`src/rtl/aofr_pkg.sv`:
```
// Constants and types shared by the output frame and range block
package aofr_pkg;
  localparam int RES_W = 12;
  localparam int FRAME_W = 26;
  localparam int LEN_W = 5;
  localparam int WORD_W = LEN_W + FRAME_W;
  localparam int FIFO_DEPTH = 8;
  localparam int FIFO_LVL_W = $clog2(FIFO_DEPTH + 1);
  // Register byte offsets
  localparam logic [7:0] OFS_FRAME_CTRL = 8'h10;
  localparam logic [7:0] OFS_RANGE_REF = 8'h14;
  localparam logic [7:0] OFS_CHIP_ID = 8'h18;
  localparam logic [7:0] OFS_STATUS = 8'h1c;
  // Field positions
  localparam int FC_CHIPID_BIT = 14;
  localparam int FC_SUPPLY_LSB = 12;
  localparam int FC_INPUT_LSB = 10;
  localparam int FC_SPAN_BIT = 8;
  localparam int FC_PARITY_BIT = 3;
  localparam int FC_VALSEL_LSB = 0;
  localparam int RR_REFOFF_BIT = 6;
  localparam int RR_SPAN_LSB = 0;
  localparam int ST_LVL_LSB = 0;
  localparam int ST_OUTV_BIT = 4;
  localparam int ST_HOLD_BIT = 5;
  localparam int ST_APPR_BIT = 6;
  // Values after reset
  localparam logic [3:0] SPAN_RST = 4'h0;
  localparam logic [3:0] CHIP_ID_RST = 4'h0;
  // Test patterns
  localparam logic [RES_W-1:0] PAT_ALT1 = 12'h555;
  localparam logic [RES_W-1:0] PAT_ALT2 = 12'h333;
  typedef enum logic [2:0] {
    AOFR_VS_ZERO = 3'b100,
    AOFR_VS_ONES = 3'b101,
    AOFR_VS_ALT1 = 3'b110,
    AOFR_VS_ALT2 = 3'b111
  } aofr_valsel_e;
  // Nine legal span codes
  function automatic logic span_legal(input logic [3:0] c);
    return (c <= 4'h4) || (c >= 4'h8 && c <= 4'hb);
  endfunction
endpackage

```
`src/rtl/aofr_stream_if.sv`:
```
// Valid/ready word stream between the block's own modules
`timescale 1ns/100ps
`default_nettype none
interface aofr_stream_if #(parameter int W = 8) ();
  logic valid;
  logic ready;
  logic [W-1:0] data;
  modport src (output valid, output data, input ready);
  modport snk (input valid, input data, output ready);
endinterface
`default_nettype wire

```
`src/rtl/aofr_top.sv`:
```
// Output frame composer with range and reference settings
// Operation
// - Supply-alarm selector appends high/low/both flags
// - Input-alarm selector appends high/low/both flags
// - Span-append bit adds four-bit span code
// - Parity enable appends result then frame parity
// - Result parity is even over result only
// - Frame parity is even over frame ahead of both parity bits
// - Result parity bit excluded from frame parity
// - Parity lengthens frame by exactly two bits
// - Selector MSB zero passes real result
// - Codes 100/101/110 give zeros/ones/alternating
// - Code 111 gives alternating bit pairs
// - Reference-off bit one disables onchip reference
// - Codes 0-4 select five bipolar spans
// - Codes 8-11 select four unipolar spans
// - Span and parity cleared only at power-on
// - Reserved bits ignore writes, read zero
// - Identifier append bit adds four-bit identifier
//
// The Wishbone register port was decided locally.
`timescale 1ns/100ps
`default_nettype none
module aofr_top
  import aofr_pkg::*;
(
  input wire logic clk,
  input wire logic arst_n,
  input wire logic app_rst_n,
  input wire logic wb_cyc_i,
  input wire logic wb_stb_i,
  input wire logic wb_we_i,
  input wire logic [7:0] wb_adr_i,
  input wire logic [3:0] wb_sel_i,
  input wire logic [31:0] wb_dat_i,
  output logic [31:0] wb_dat_o,
  output logic wb_ack_o,
  input wire logic conv_valid,
  input wire logic [RES_W-1:0] conv_result,
  input wire logic supply_high_flag,
  input wire logic supply_low_flag,
  input wire logic input_high_flag,
  input wire logic input_low_flag,
  output logic conv_ready,
  output logic frame_valid,
  output logic [FRAME_W-1:0] frame_bits,
  output logic [LEN_W-1:0] frame_len,
  input wire logic frame_ready,
  output logic onchip_reference_off,
  output logic [3:0] span_code
);
  // Frame control fields
  logic [1:0] supply_alarm_append_sel;
  logic [1:0] input_alarm_append_sel;
  logic span_code_append;
  logic parity_append_enable;
  logic [2:0] output_value_selector;
  logic chip_identifier_append;
  logic [3:0] chip_id;
  // Application reset synchroniser
  logic app_meta;
  logic app_sync;
  logic app_rst;
  // Bus decode
  logic wb_req;
  logic wr_frame;
  logic wr_range;
  logic wr_chip;
  logic [7:0] word_adr;
  logic [31:0] next_rdata;
  // Captured conversion
  logic [RES_W-1:0] hold_result;
  logic [3:0] hold_flags;
  logic [FRAME_W-1:0] pk_frame;
  logic [LEN_W-1:0] pk_len;
  logic [RES_W-1:0] pk_shown;
  logic [FIFO_LVL_W-1:0] fifo_level;
  logic [LEN_W-1:0] exp_len;

  aofr_stream_if #(.W(WORD_W)) push_s ();
  aofr_stream_if #(.W(WORD_W)) pop_s ();

  // Frame composition from the held conversion
  aofr_frame_pack u_pack (
    .result(hold_result),
    .sup_hi(hold_flags[3]),
    .sup_lo(hold_flags[2]),
    .in_hi(hold_flags[1]),
    .in_lo(hold_flags[0]),
    .value_sel(output_value_selector),
    .supply_sel(supply_alarm_append_sel),
    .input_sel(input_alarm_append_sel),
    .span_append(span_code_append),
    .span_code(span_code),
    .chipid_append(chip_identifier_append),
    .chip_id(chip_id),
    .parity_en(parity_append_enable),
    .frame(pk_frame),
    .len(pk_len),
    .shown(pk_shown)
  );

  // Frame buffer toward the serialiser
  aofr_fifo #(.W(WORD_W), .D(FIFO_DEPTH)) u_fifo (
    .clk(clk),
    .arst_n(arst_n),
    .in_s(push_s),
    .out_s(pop_s),
    .level(fifo_level)
  );

  // Two-stage sync of the application reset pin
  always_ff @(posedge clk or negedge arst_n) begin
    if (!arst_n) begin
      app_meta <= 1'b0;
      app_sync <= 1'b0;
    end else begin
      app_meta <= app_rst_n;
      app_sync <= app_meta;
    end
  end
  assign app_rst = ~app_sync;

  // Wishbone decode, one request per ack
  assign wb_req = wb_cyc_i & wb_stb_i & ~wb_ack_o;
  assign word_adr = {wb_adr_i[7:2], 2'b00};
  assign wr_frame = wb_req & wb_we_i & (word_adr == OFS_FRAME_CTRL);
  assign wr_range = wb_req & wb_we_i & (word_adr == OFS_RANGE_REF);
  assign wr_chip = wb_req & wb_we_i & (word_adr == OFS_CHIP_ID);

  // Ack one cycle after the request, dropped the next
  always_ff @(posedge clk or negedge arst_n) begin
    if (!arst_n) wb_ack_o <= 1'b0;
    else wb_ack_o <= wb_req;
  end

  // Read mux, reserved and unmapped bits read zero
  always_comb begin
    next_rdata = '0;
    case (word_adr)
      OFS_FRAME_CTRL: begin
        next_rdata[FC_CHIPID_BIT] = chip_identifier_append;
        next_rdata[FC_SUPPLY_LSB +: 2] = supply_alarm_append_sel;
        next_rdata[FC_INPUT_LSB +: 2] = input_alarm_append_sel;
        next_rdata[FC_SPAN_BIT] = span_code_append;
        next_rdata[FC_PARITY_BIT] = parity_append_enable;
        next_rdata[FC_VALSEL_LSB +: 3] = output_value_selector;
      end
      OFS_RANGE_REF: begin
        next_rdata[RR_REFOFF_BIT] = onchip_reference_off;
        next_rdata[RR_SPAN_LSB +: 4] = span_code;
      end
      OFS_CHIP_ID: next_rdata[3:0] = chip_id;
      OFS_STATUS: begin
        next_rdata[ST_LVL_LSB +: FIFO_LVL_W] = fifo_level;
        next_rdata[ST_OUTV_BIT] = frame_valid;
        next_rdata[ST_HOLD_BIT] = ~conv_ready;
        next_rdata[ST_APPR_BIT] = app_rst;
      end
      default: next_rdata = '0;
    endcase
  end

  // Read data register
  always_ff @(posedge clk or negedge arst_n) begin
    if (!arst_n) wb_dat_o <= '0;
    else if (wb_req) wb_dat_o <= wb_we_i ? 32'h0 : next_rdata;
  end

  // Frame fields cleared by either reset
  always_ff @(posedge clk or negedge arst_n) begin
    if (!arst_n) begin
      supply_alarm_append_sel <= 2'h0;
      input_alarm_append_sel <= 2'h0;
      span_code_append <= 1'b0;
      output_value_selector <= 3'h0;
      chip_identifier_append <= 1'b0;
    end else if (app_rst) begin
      supply_alarm_append_sel <= 2'h0;
      input_alarm_append_sel <= 2'h0;
      span_code_append <= 1'b0;
      output_value_selector <= 3'h0;
      chip_identifier_append <= 1'b0;
    end else if (wr_frame) begin
      if (wb_sel_i[1]) begin
        chip_identifier_append <= wb_dat_i[FC_CHIPID_BIT];
        supply_alarm_append_sel <= wb_dat_i[FC_SUPPLY_LSB +: 2];
        input_alarm_append_sel <= wb_dat_i[FC_INPUT_LSB +: 2];
        span_code_append <= wb_dat_i[FC_SPAN_BIT];
      end
      if (wb_sel_i[0]) output_value_selector <= wb_dat_i[FC_VALSEL_LSB +: 3];
    end
  end

  // Parity enable survives the application reset
  always_ff @(posedge clk or negedge arst_n) begin
    if (!arst_n) parity_append_enable <= 1'b0;
    else if (wr_frame && wb_sel_i[0]) parity_append_enable <= wb_dat_i[FC_PARITY_BIT];
  end

  // Span code, power-on reset only; illegal codes ignored
  always_ff @(posedge clk or negedge arst_n) begin
    if (!arst_n) span_code <= SPAN_RST;
    else if (wr_range && wb_sel_i[0] && span_legal(wb_dat_i[RR_SPAN_LSB +: 4])) begin
      span_code <= wb_dat_i[RR_SPAN_LSB +: 4];
    end
  end

  // Reference disable, high turns the onchip reference off
  always_ff @(posedge clk or negedge arst_n) begin
    if (!arst_n) onchip_reference_off <= 1'b0;
    else if (app_rst) onchip_reference_off <= 1'b0;
    else if (wr_range && wb_sel_i[0]) onchip_reference_off <= wb_dat_i[RR_REFOFF_BIT];
  end

  // Identifier value appended on request
  always_ff @(posedge clk or negedge arst_n) begin
    if (!arst_n) chip_id <= CHIP_ID_RST;
    else if (app_rst) chip_id <= CHIP_ID_RST;
    else if (wr_chip && wb_sel_i[0]) chip_id <= wb_dat_i[3:0];
  end

  // Capture stage; low ready while a frame waits for room
  always_ff @(posedge clk or negedge arst_n) begin
    if (!arst_n) conv_ready <= 1'b1;
    else if (conv_valid && conv_ready) conv_ready <= 1'b0;
    else if (push_s.valid && push_s.ready) conv_ready <= 1'b1;
  end

  // Result and flags held with the conversion
  always_ff @(posedge clk or negedge arst_n) begin
    if (!arst_n) begin
      hold_result <= '0;
      hold_flags <= 4'h0;
    end else if (conv_valid && conv_ready) begin
      hold_result <= conv_result;
      hold_flags <= {supply_high_flag, supply_low_flag, input_high_flag, input_low_flag};
    end
  end

  // Push side of the buffer
  assign push_s.valid = ~conv_ready;
  assign push_s.data = {pk_len, pk_frame};

  // Registered output stage fed from the buffer
  assign pop_s.ready = ~frame_valid | frame_ready;
  always_ff @(posedge clk or negedge arst_n) begin
    if (!arst_n) begin
      frame_valid <= 1'b0;
      frame_bits <= '0;
      frame_len <= '0;
    end else if (pop_s.ready) begin
      frame_valid <= pop_s.valid;
      if (pop_s.valid) {frame_len, frame_bits} <= pop_s.data;
    end
  end

  // Expected length from the settings, for checking
  assign exp_len = LEN_W'(RES_W + 4 * int'(chip_identifier_append) + 4 * int'(span_code_append)
    + int'(supply_alarm_append_sel[0]) + int'(supply_alarm_append_sel[1])
    + int'(input_alarm_append_sel[0]) + int'(input_alarm_append_sel[1])
    + 2 * int'(parity_append_enable));

  // Checks on the composed frame
  len_sum_a: assert property (@(posedge clk) disable iff (!arst_n)
    push_s.valid |-> pk_len == exp_len)
    else $error("frame length differs from enabled items");
  par_result_a: assert property (@(posedge clk) disable iff (!arst_n)
    push_s.valid && parity_append_enable |-> pk_frame[1] == ^pk_shown)
    else $error("result parity bit wrong");
  par_frame_a: assert property (@(posedge clk) disable iff (!arst_n)
    push_s.valid && parity_append_enable |-> (^{pk_frame[FRAME_W-1:2], pk_frame[0]}) == 1'b0)
    else $error("frame parity not even");
  pass_real_a: assert property (@(posedge clk) disable iff (!arst_n)
    push_s.valid && !output_value_selector[2] |-> pk_shown == hold_result)
    else $error("real result not passed");
  pat_fixed_a: assert property (@(posedge clk) disable iff (!arst_n)
    push_s.valid && output_value_selector[2:1] == 2'b10 |-> pk_shown == {RES_W{output_value_selector[0]}})
    else $error("fixed pattern wrong");
  pat_pairs_a: assert property (@(posedge clk) disable iff (!arst_n)
    push_s.valid && output_value_selector[2:1] == 2'b11
      |-> pk_shown == (output_value_selector[0] ? PAT_ALT2 : PAT_ALT1))
    else $error("alternating pattern wrong");
  ref_off_a: assert property (@(posedge clk) disable iff (!arst_n)
    wr_range && wb_sel_i[0] && !app_rst |=> onchip_reference_off == $past(wb_dat_i[RR_REFOFF_BIT]))
    else $error("reference disable not stored");
  span_legal_a: assert property (@(posedge clk) disable iff (!arst_n)
    span_legal(span_code))
    else $error("span code outside nine ranges");
  app_keep_a: assert property (@(posedge clk) disable iff (!arst_n)
    app_rst && !wb_req |=> $stable(span_code) && $stable(parity_append_enable))
    else $error("power-on fields lost at application reset");
  app_clear_a: assert property (@(posedge clk) disable iff (!arst_n)
    app_rst |=> output_value_selector == 3'h0 && supply_alarm_append_sel == 2'h0 && !onchip_reference_off)
    else $error("application reset left a field set");
  resv_zero_a: assert property (@(posedge clk) disable iff (!arst_n)
    wb_ack_o |-> wb_dat_o[31:16] == 16'h0 && wb_dat_o[9] == 1'b0 && wb_dat_o[15] == 1'b0)
    else $error("reserved bits read nonzero");
  hold_ready_a: assert property (@(posedge clk) disable iff (!arst_n)
    conv_valid && conv_ready |=> !conv_ready && hold_result == $past(conv_result))
    else $error("accepted conversion not held");
  busy_push_a: assert property (@(posedge clk) disable iff (!arst_n)
    !conv_ready && push_s.ready |=> conv_ready)
    else $error("capture stage not freed");
  // Bus handshake, field storage and output stage
  ack_next_a: assert property (@(posedge clk) disable iff (!arst_n)
    wb_req |=> wb_ack_o)
    else $error("request not acknowledged");
  ack_pulse_a: assert property (@(posedge clk) disable iff (!arst_n)
    wb_ack_o |=> !wb_ack_o)
    else $error("ack longer than one cycle");
  wr_rdata_a: assert property (@(posedge clk) disable iff (!arst_n)
    wb_req && wb_we_i |=> wb_dat_o == 32'h0)
    else $error("write returned read data");
  span_ignore_a: assert property (@(posedge clk) disable iff (!arst_n)
    wr_range && !span_legal(wb_dat_i[RR_SPAN_LSB +: 4]) |=> $stable(span_code))
    else $error("illegal span code stored");
  par_store_a: assert property (@(posedge clk) disable iff (!arst_n)
    wr_frame && wb_sel_i[0] |=> parity_append_enable == $past(wb_dat_i[FC_PARITY_BIT]))
    else $error("parity enable not stored");
  id_clear_a: assert property (@(posedge clk) disable iff (!arst_n)
    app_rst |=> chip_id == CHIP_ID_RST && !chip_identifier_append && !span_code_append)
    else $error("identifier fields kept at application reset");
  ref_hold_a: assert property (@(posedge clk) disable iff (!arst_n)
    !wr_range && !app_rst |=> $stable(onchip_reference_off))
    else $error("reference disable changed unasked");
  id_field_a: assert property (@(posedge clk) disable iff (!arst_n)
    push_s.valid && chip_identifier_append |-> pk_frame[pk_len - LEN_W'(16) +: 4] == chip_id)
    else $error("identifier misplaced in frame");
  top_zero_a: assert property (@(posedge clk) disable iff (!arst_n)
    push_s.valid |-> (pk_frame >> pk_len) == '0)
    else $error("bits above frame length set");
  len_range_a: assert property (@(posedge clk) disable iff (!arst_n)
    frame_valid |-> frame_len >= LEN_W'(RES_W) && frame_len <= LEN_W'(FRAME_W))
    else $error("frame length out of range");
  out_hold_a: assert property (@(posedge clk) disable iff (!arst_n)
    frame_valid && !frame_ready |=> frame_valid && $stable(frame_bits) && $stable(frame_len))
    else $error("frame changed before taken");
  fifo_bound_a: assert property (@(posedge clk) disable iff (!arst_n)
    fifo_level <= FIFO_LVL_W'(FIFO_DEPTH))
    else $error("buffer level beyond depth");
endmodule
`default_nettype wire

```
`src/rtl/aofr_fifo.sv`:
```
// Word FIFO with valid/ready on both sides
`timescale 1ns/100ps
`default_nettype none
module aofr_fifo #(
  parameter int W = 8,
  parameter int D = 8
) (
  input wire logic clk,
  input wire logic arst_n,
  aofr_stream_if.snk in_s,
  aofr_stream_if.src out_s,
  output logic [$clog2(D+1)-1:0] level
);
  localparam int AW = $clog2(D);
  localparam int LW = $clog2(D + 1);
  localparam logic [LW-1:0] FULL = LW'(D);
  logic [W-1:0] mem [D];
  logic [AW-1:0] wptr;
  logic [AW-1:0] rptr;
  logic push;
  logic pop;
  // Handshake terms
  assign in_s.ready = (level != FULL);
  assign out_s.valid = (level != '0);
  assign out_s.data = mem[rptr];
  assign push = in_s.valid & in_s.ready;
  assign pop = out_s.valid & out_s.ready;
  // Pointers and fill level, depth a power of two
  always_ff @(posedge clk or negedge arst_n) begin
    if (!arst_n) begin
      wptr <= '0;
      rptr <= '0;
      level <= '0;
    end else begin
      if (push) wptr <= wptr + AW'(1);
      if (pop) rptr <= rptr + AW'(1);
      if (push && !pop) level <= level + LW'(1);
      else if (pop && !push) level <= level - LW'(1);
    end
  end
  // Storage
  always_ff @(posedge clk) begin
    if (push) mem[wptr] <= in_s.data;
  end
endmodule
`default_nettype wire

```
`src/rtl/aofr_frame_pack.sv`:
```
// Builds one output frame from a result and the frame settings
`timescale 1ns/100ps
`default_nettype none
module aofr_frame_pack
  import aofr_pkg::*;
(
  input wire logic [RES_W-1:0] result,
  input wire logic sup_hi,
  input wire logic sup_lo,
  input wire logic in_hi,
  input wire logic in_lo,
  input wire logic [2:0] value_sel,
  input wire logic [1:0] supply_sel,
  input wire logic [1:0] input_sel,
  input wire logic span_append,
  input wire logic [3:0] span_code,
  input wire logic chipid_append,
  input wire logic [3:0] chip_id,
  input wire logic parity_en,
  output logic [FRAME_W-1:0] frame,
  output logic [LEN_W-1:0] len,
  output logic [RES_W-1:0] shown
);
  logic rpar;
  logic fpar;
  // Result value or test pattern
  always_comb begin
    case (value_sel)
      AOFR_VS_ZERO: shown = '0;
      AOFR_VS_ONES: shown = '1;
      AOFR_VS_ALT1: shown = PAT_ALT1;
      AOFR_VS_ALT2: shown = PAT_ALT2;
      default: shown = result;
    endcase
  end
  // Appends items after the result, newest at the low end
  always_comb begin
    frame = FRAME_W'(shown);
    len = LEN_W'(RES_W);
    rpar = 1'b0;
    fpar = 1'b0;
    if (chipid_append) begin
      frame = {frame[FRAME_W-5:0], chip_id};
      len = len + 5'h4;
    end
    if (supply_sel[0]) begin
      frame = {frame[FRAME_W-2:0], sup_hi};
      len = len + 5'h1;
    end
    if (supply_sel[1]) begin
      frame = {frame[FRAME_W-2:0], sup_lo};
      len = len + 5'h1;
    end
    if (input_sel[0]) begin
      frame = {frame[FRAME_W-2:0], in_hi};
      len = len + 5'h1;
    end
    if (input_sel[1]) begin
      frame = {frame[FRAME_W-2:0], in_lo};
      len = len + 5'h1;
    end
    if (span_append) begin
      frame = {frame[FRAME_W-5:0], span_code};
      len = len + 5'h4;
    end
    if (parity_en) begin
      rpar = ^shown;
      fpar = ^frame;
      frame = {frame[FRAME_W-3:0], rpar, fpar};
      len = len + 5'h2;
    end
  end
endmodule
`default_nettype wire

```
`config.mk`:
```
export PLATFORM = sky130hd
export DESIGN_NAME = aofr_top
export DESIGN_NICKNAME = d
export VERILOG_FILES = /design/src/rtl/aofr_pkg.sv /design/src/rtl/aofr_stream_if.sv /design/src/rtl/aofr_top.sv /design/src/rtl/aofr_fifo.sv /design/src/rtl/aofr_frame_pack.sv
export SDC_FILE = /design/constraint.sdc
export NUM_CORES = 1
export LEC_CHECK = 0
export BUFFER_PORTS_ARGS = -buffer_cell sky130_fd_sc_hd__buf_2
export CAP_MARGIN = 20
export CORE_MARGIN = 2
export CORE_UTILIZATION = 40
export DETAILED_ROUTE_END_ITERATION = 6
export SYNTH_ARGS = -nofsm -noshare
export SYNTH_HDL_FRONTEND = slang
export SYNTH_SLANG_ARGS = --single-unit
```
`constraint.sdc`:
```
create_clock -name clk -period 3.34 [get_ports clk]
set_input_delay 0.334 -clock clk [delete_from_list [all_inputs] [get_ports clk]]
set_output_delay 0.334 -clock clk [all_outputs]
set_load 0.02 [all_outputs]
```
Word level (Yosys, flattened, before mapping)
Memories as Yosys holds them, arrays and structs flattened. A register that Yosys moved wholly into a read port is not among the register bits.
Cells that the tools add are included.
{ "totals": {"in_bits": 68, "n_memories": 1, "ram_bits": 248, "out_inout_bits": 71, "register_bits": 82} }
{ "op_classes": {"eq_ne": 14, "muxes": 46, "n_lt_le_gt_ge": 3, "reduce_logical": 21, "n_addsub": 10, "bitwise": 13} }
{ "memory_table": {"columns": ["name", "depth", "word_bits", "read_ports", "rd_clocked_by_memory_dff", "wr", "line_no", "rtl"], "rows": [
  ["u_fifo.mem", 8, 31, 1, 1, 1, "aofr_fifo.sv:17", "logic [W-1:0] mem [D];"]
]} }
{ "op_table": {"columns": ["op", "n"], "rows": [
  ["$pmux W12 S4", 1],
  ["$mux W5", 8],
  ["$mux W26", 1],
  ["$reduce_xor A26 Y1", 1],
  ["$eq A6 B3 Y1 const B", 4],
  ["$mux W24", 1],
  ["$add A5 B1 Y5 const B", 4],
  ["$mux W20", 1],
  ["$mux W19", 1],
  ["$mux W18", 1],
  ["$mux W17", 1],
  ["$mux W16", 1],
  ["$mux W4", 4],
  ["$pmux W4 S4", 1],
  ["$mux W15", 1],
  ["$mux W2", 7],
  ["$mux W1", 13],
  ["$eq A3 B3 Y1 const B", 4],
  ["$reduce_xor A12 Y1", 1],
  ["$logic_and A1 B1 Y1", 9],
  ["$mux W3", 3],
  ["$and A1 B1 Y1", 8],
  ["$add A3 B1 Y3 const B", 2],
  ["$ne A2 B1 Y1 const B", 3],
  ["other kinds (17)", 26]
]} }

Longest topological paths before layout
{ "logic_depth": {"ltp_word": 13, "depth_mapped": 15, "mapped_depth_nobuf": 13} }

By module
A second synthesis with hierarchy kept.
{ "hier_totals": {"cells_unflattened": 1139, "hier_area_um2": 16873.7} }
{ "modules_own_cells": {"columns": ["module", "cells_each", "instances", "area_each_um2"], "rows": [
  ["aofr_fifo", 421, 1, 10177.3],
  ["aofr_top", 270, 1, 3638.5],
  ["aofr_frame_pack", 448, 1, 3057.9]
]} }

Worst setup path before layout
Ideal clock, no wire load.
{ "synth_timing": {"kind": "reg-to-reg", "from": "reg u_fifo.level[0]", "to": "mem u_fifo.mem[0][0] in the netlist's numbering, enable pin", "stages_incl_launch_ff": 5, "t_arrival_ps": 3208, "setup_time_ps": 458, "required_time_ps": 2882, "path_slack_ps": -326, "synth_period_minus_slack_ps": 3666, "path_cell_list": "dfrtp_1 > nor3_1 > a21oi_1 > nand2b_1 > nor3_1"} }
{ "synth_via": {"elab_chain_cells": 4} }
{ "synth_lines": {"columns": ["element", "line_no", "rtl"], "rows": [
  ["from (decl)", "aofr_fifo.sv:12", "output logic [$clog2(D+1)-1:0] level"],
  ["from (signal assigned)", "aofr_fifo.sv:37", "if (push && !pop) level <= level + LW'(1);"],
  ["from (signal assigned)", "aofr_fifo.sv:38", "else if (pop && !push) level <= level - LW'(1);"],
  ["$ne A4 B4 Y1", "aofr_fifo.sv:23", "assign in_s.ready = (level != FULL);"],
  ["$and A1 B1 Y1", "aofr_fifo.sv:26", "assign push = in_s.valid & in_s.ready;"],
  ["via u_fifo.push", "aofr_fifo.sv:20", "logic push;"],
  ["$mux W1", "aofr_fifo.sv:43", "if (push) mem[wptr] <= in_s.data;"],
  ["$mux W1 (implied by the code)", "aofr_fifo.sv:43", null],
  ["to (decl)", "aofr_fifo.sv:17", null]
]} }
The timed path passes the listed nets, and every way through them passes these cells.

Final worst setup path
{ "layout_timing": {"from": "reg output_value_selector[2]", "to": "mem u_fifo.mem[0][0] in the netlist's numbering (data pin)"} }
{ "layout_via": {"elab_chain_cells": 10} }
{ "layout_lines": {"columns": ["element", "line_no", "rtl"], "rows": [
  ["from (decl)", "aofr_top.sv:57", "logic [2:0] output_value_selector;"],
  ["from (signal assigned)", "aofr_top.sv:191", "if (wb_sel_i[0]) output_value_selector <= wb_dat_i[FC_VALSEL_LSB +: 3];"],
  ["$eq A3 B3 Y1", "aofr_frame_pack.sv:28", "case (value_sel)"],
  ["$pmux W12 S4 *", "aofr_frame_pack.sv:28", null],
  ["$mux W16 *", "aofr_frame_pack.sv:42", "if (chipid_append) begin"],
  ["$mux W17 *", "aofr_frame_pack.sv:46", "if (supply_sel[0]) begin"],
  ["$mux W18 *", "aofr_frame_pack.sv:50", "if (supply_sel[1]) begin"],
  ["$mux W19 *", "aofr_frame_pack.sv:54", "if (input_sel[0]) begin"],
  ["$mux W20 *", "aofr_frame_pack.sv:58", "if (input_sel[1]) begin"],
  ["$mux W24 *", "aofr_frame_pack.sv:62", "if (span_append) begin"],
  ["$reduce_xor A26 Y1", "aofr_frame_pack.sv:68", "fpar = ^frame;"],
  ["$mux W26 *", "aofr_frame_pack.sv:66", "if (parity_en) begin"],
  ["via pk_frame[0]", "aofr_top.sv:74", "logic [FRAME_W-1:0] pk_frame;"]
]} }
The timed path passes the listed nets; every way through them passes the cells marked *.

==> summary.txt <==
Yosys
  • Yosys warning total: 0
  • Unique cell type count in the Yosys netlist: 88
  • Yosys reg bits: 342
  • Synth Cell Area: between 0.015 and 0.02 mm²
  • Syn Inst Count: 1117
  • Post-synth ARST share: 0.275
  • Sequential area share after synthesis: 0.602
  • Ys flop type: edfxtp_1
  • EDFF count, synth: 248
  • Avg Synthesized Cell Area: approximately 15 µm²

Timing
  • Worst-Margin Slew: 0.927 ns
  • Minimum clock period: around 3.7 ns
  • Slew Limit Fails: 0
  • Final Hold Fails: 0
  • Max_slew headroom: 0.382
  • PnR worst setup slack: -0.387 ns
  • Final setup fails: 8
  • Skew final: around 0.017 ns
  • Period utilization: 1.12
  • Unrepaired setup endpoints after global routing: yes
  • Fmax: 0.268 GHz

Critical path
  • CP Data Required Time: 3.61 ns
  • Endpoint type of the worst setup path: register
  • Arr. time, crit path: 3.99 ns
  • Crit path launch type: register
  • WS Path Type: reg -> reg
  • Worst-path maximum fanout: 8

Cells and area
  • Fin cells: 1921
  • Antenna Cells: 0
  • Share of layout cells above drive strength 1: 0.366
  • Area growth, synth to finish: 22.3%
  • Most used cells in the layout excluding fill and tap cells: edfxtp_1 (248), buf_4 (181), buf_2 (94)
  • Layout Nets: 1447
  • Commonest non-fill, non-tap cell in the layout: edfxtp_1

CTS
  • CTS Buffer Depth: 3
  • Worst skew pair latency: 0.54 ns
  • CTS tree: done
  • TritonCTS buffer count: 37
  • Max H-tree Level: 2
  • CTS root buffer: clkbuf_16
  • Clk slew on worst S/H paths: 0.06 ns
  • Clock net sink count: 342

Global route
  • GRT Total Usage: 0.187
  • Grt total ovfl: 0
  • Initial antenna violation count: 1
  • Vias in the first global route: 10400
  • First-pass GRT wire length: slightly above 60000 µm
  • Largest net degree at the start of global routing: 68

Route
  • First-pass DRT Iterations: 5
  • Iteration-0 DRC Markers: around 600
  • Final antenna-violating net count: 0
  • Vias/cell: 5.35
  • Routed vias: 10300
  • Drt wl/cell: 20.3 µm
  • # DRC: 0
  • Post-Route WL: 39100 µm

Placed design
  • Hpwl dp: 25800 µm
  • Buffers on Ports: 94
  • Placed cells: 1833
  • GPL Wtd Cong: 0.874

Power
  • P_leak: between 7 and 8 nW
  • Pwr Total: 0.0146 W
  • Peak supply drop: 0.000419 V
  • Power per cell area: 732 mW/mm²

Floorplanning
  • Initial Util: 0.408
  • I/O pin total: 139
  • Die X: 206 µm
  • Die Y: 206 µm
  • # rows: 73
  • CORE AREA: 0.0399 mm²
  • Die Footprint: 0.0423 mm²

Flow run
  • Max-cap violations: 0

Status
  • Failing checks: negative setup slack
  • Status: complete, but fails checks

Worst hold path
  • Hold WC Path Type: in -> reg
## power by group
part / total (W) / internal (W) / leakage, nW / switching, W
Sequential: 0.00618 / 0.00559 / 3.35 / 0.000591
Clock: 0.00392 / 0.00230 / 0.578 / 0.00163
Combinational: 0.00447 / 0.00220 / 3.53 / 0.00227
Total: 0.0146 / 0.0101 / 7.46 / 0.00449
## flip-flops by register name, summed over array words and instances, names as in the netlist, 3 cells and up
signal                 flops
u_fifo.level               4
u_fifo.rptr                3
chip_id                    4
u_fifo.mem               248
output_value_selector      3
frame_len                  5
frame_bits                26
u_fifo.wptr                3
hold_flags                 4
span_code                  4
hold_result               12
wb_dat_o                  13
## layout make-up
type	count	area (µm²)
repair buffers	283	1940
well taps	525	657
inverters	16	62.6
flip-flops and latches	342	9810
multi-input cells	687	6250
fillers	3488	20000
clock inverters	13	114
clock buffers	55	1060
## worst paths after layout
check / slack (ns) / cells past startpoint / endpoint / startpoint
min in group asynchronous: 0.47 / 2 / frame_len[3]$_DFFE_PN0P_ / arst_n
max in group asynchronous: 2.06 / 3 / hold_flags[2]$_DFFE_PN0P_ / arst_n
hold reg to reg: 0.35 / 0 / app_sync$_DFF_PN0_ / app_meta$_DFF_PN0_
hold / removal: 0.02 / 2 / hold_result[3]$_DFFE_PN0P_ / conv_result[3]
setup reg to reg: -0.39 / 14 / u_fifo.mem[0][0]$_DFFE_PP_ / output_value_selector[2]$_DFFE_PN0P_
setup / recovery: -0.39 / 14 / u_fifo.mem[0][0]$_DFFE_PP_ / output_value_selector[2]$_DFFE_PN0P_
## routing by layer
metal	global-route usage	routed length, µm	part of all wire
met1	0.257	17600	0.45
met2	0.316	19400	0.50
met3	0.0252	1460	0.037
met4	0.0473	652	0.017
met5	0	0	0
## critical path: stages (launching register included)
cell	delay [ns]
dfrtp_1	0.42
buf_4	0.14
and3b_2	0.20
a211oi_1	0.05
buf_4	0.15
a22oi_2	0.31
mux2i_2	0.14
a21o_1	0.25
buf_4	0.15
mux4_2	0.50
xnor2_2	0.16
xnor3_1	0.29
xnor2_2	0.17
xnor3_1	0.22
mux2_4	0.30
## through the flow
step | util | hold WS (ns) | cell area, µm² | TNS (ns) | setup slack (ns)
3_5_place_dp | 0.460 | 0.336 | 18300 | -5.88 | -0.525
4_1_cts | 0.495 | 0.00239 | 19800 | -2.69 | -0.340
3_3_place_gp | 0.460 | 0.332 | 18300 | -4.64 | -0.522
2_1_floorplan | - | 0.0384 | 16400 | -0.834 | -0.104
6_report | 0.499 | 0.0229 | 19900 | -3.00 | -0.387
5_1_grt | 0.499 | 0.0154 | 19900 | -4.03 | -0.507
## synth_stat cells, types with 4 or more instances
library cell,n,area [µm²]
edfxtp_1,248,7450
dfrtp_1,93,2330
nor2_1,78,293
mux2i_1,75,751
mux4_2,68,1530
a21oi_1,61,305
nand2_1,55,206
clkbuf_1,38,143
mux2_2,29,327
o21ai_0,28,140
xnor2_1,28,245
buf_4,24,180
nor2b_1,21,131
nor3_1,19,95.1
a22o_1,16,140
inv_1,13,48.8
nand3_1,13,65.1
o22ai_1,13,81.3
xor2_1,13,114
buf_1,12,45.0
ha_1,11,138
a211oi_1,8,60.1
nand2b_1,8,50.1
a22oi_1,7,52.6
a221o_1,6,60.1
a21o_1,5,37.5
buf_2,5,25.0
buf_6,5,56.3
clkbuf_8,5,68.8
mux2_4,5,75.1
o211ai_1,5,37.5
a311oi_1,4,35.0
and3_1,4,25.0
o21a_1,4,30.0
o31ai_1,4,30.0
or2_2,4,25.0
xnor3_1,4,90.1
## cell families (layout without fill, tap and decap cells)
| kind of cell | after synthesis | count (layout) | synth area share |
|---|---|---|---|
| xor+xnor | 47 | 47 | 0.0301 |
| fa+ha+maj | 12 | 12 | 0.00969 |
| mux | 181 | 181 | 0.169 |
| buf+inv | 106 | 367 | 0.0367 |
| simple gates | 227 | 227 | 0.0667 |
| other cells | 1 | 19 | 0.000230 |
| compound gates | 201 | 201 | 0.0859 |
| flops | 342 | 342 | 0.602 |
## repair_timing
item                                   4_1_cts  5_1_grt
hold buffers                                 3        0
pin swaps                                   15       18
gates cloned                                 0        1
resized for setup                           29       20
endpoints found under the hold margin       66        0
setup buffers                               12        4
setup endpoints to repair                   56       88
No activity file was read; power rests on OpenSTA's default activity.
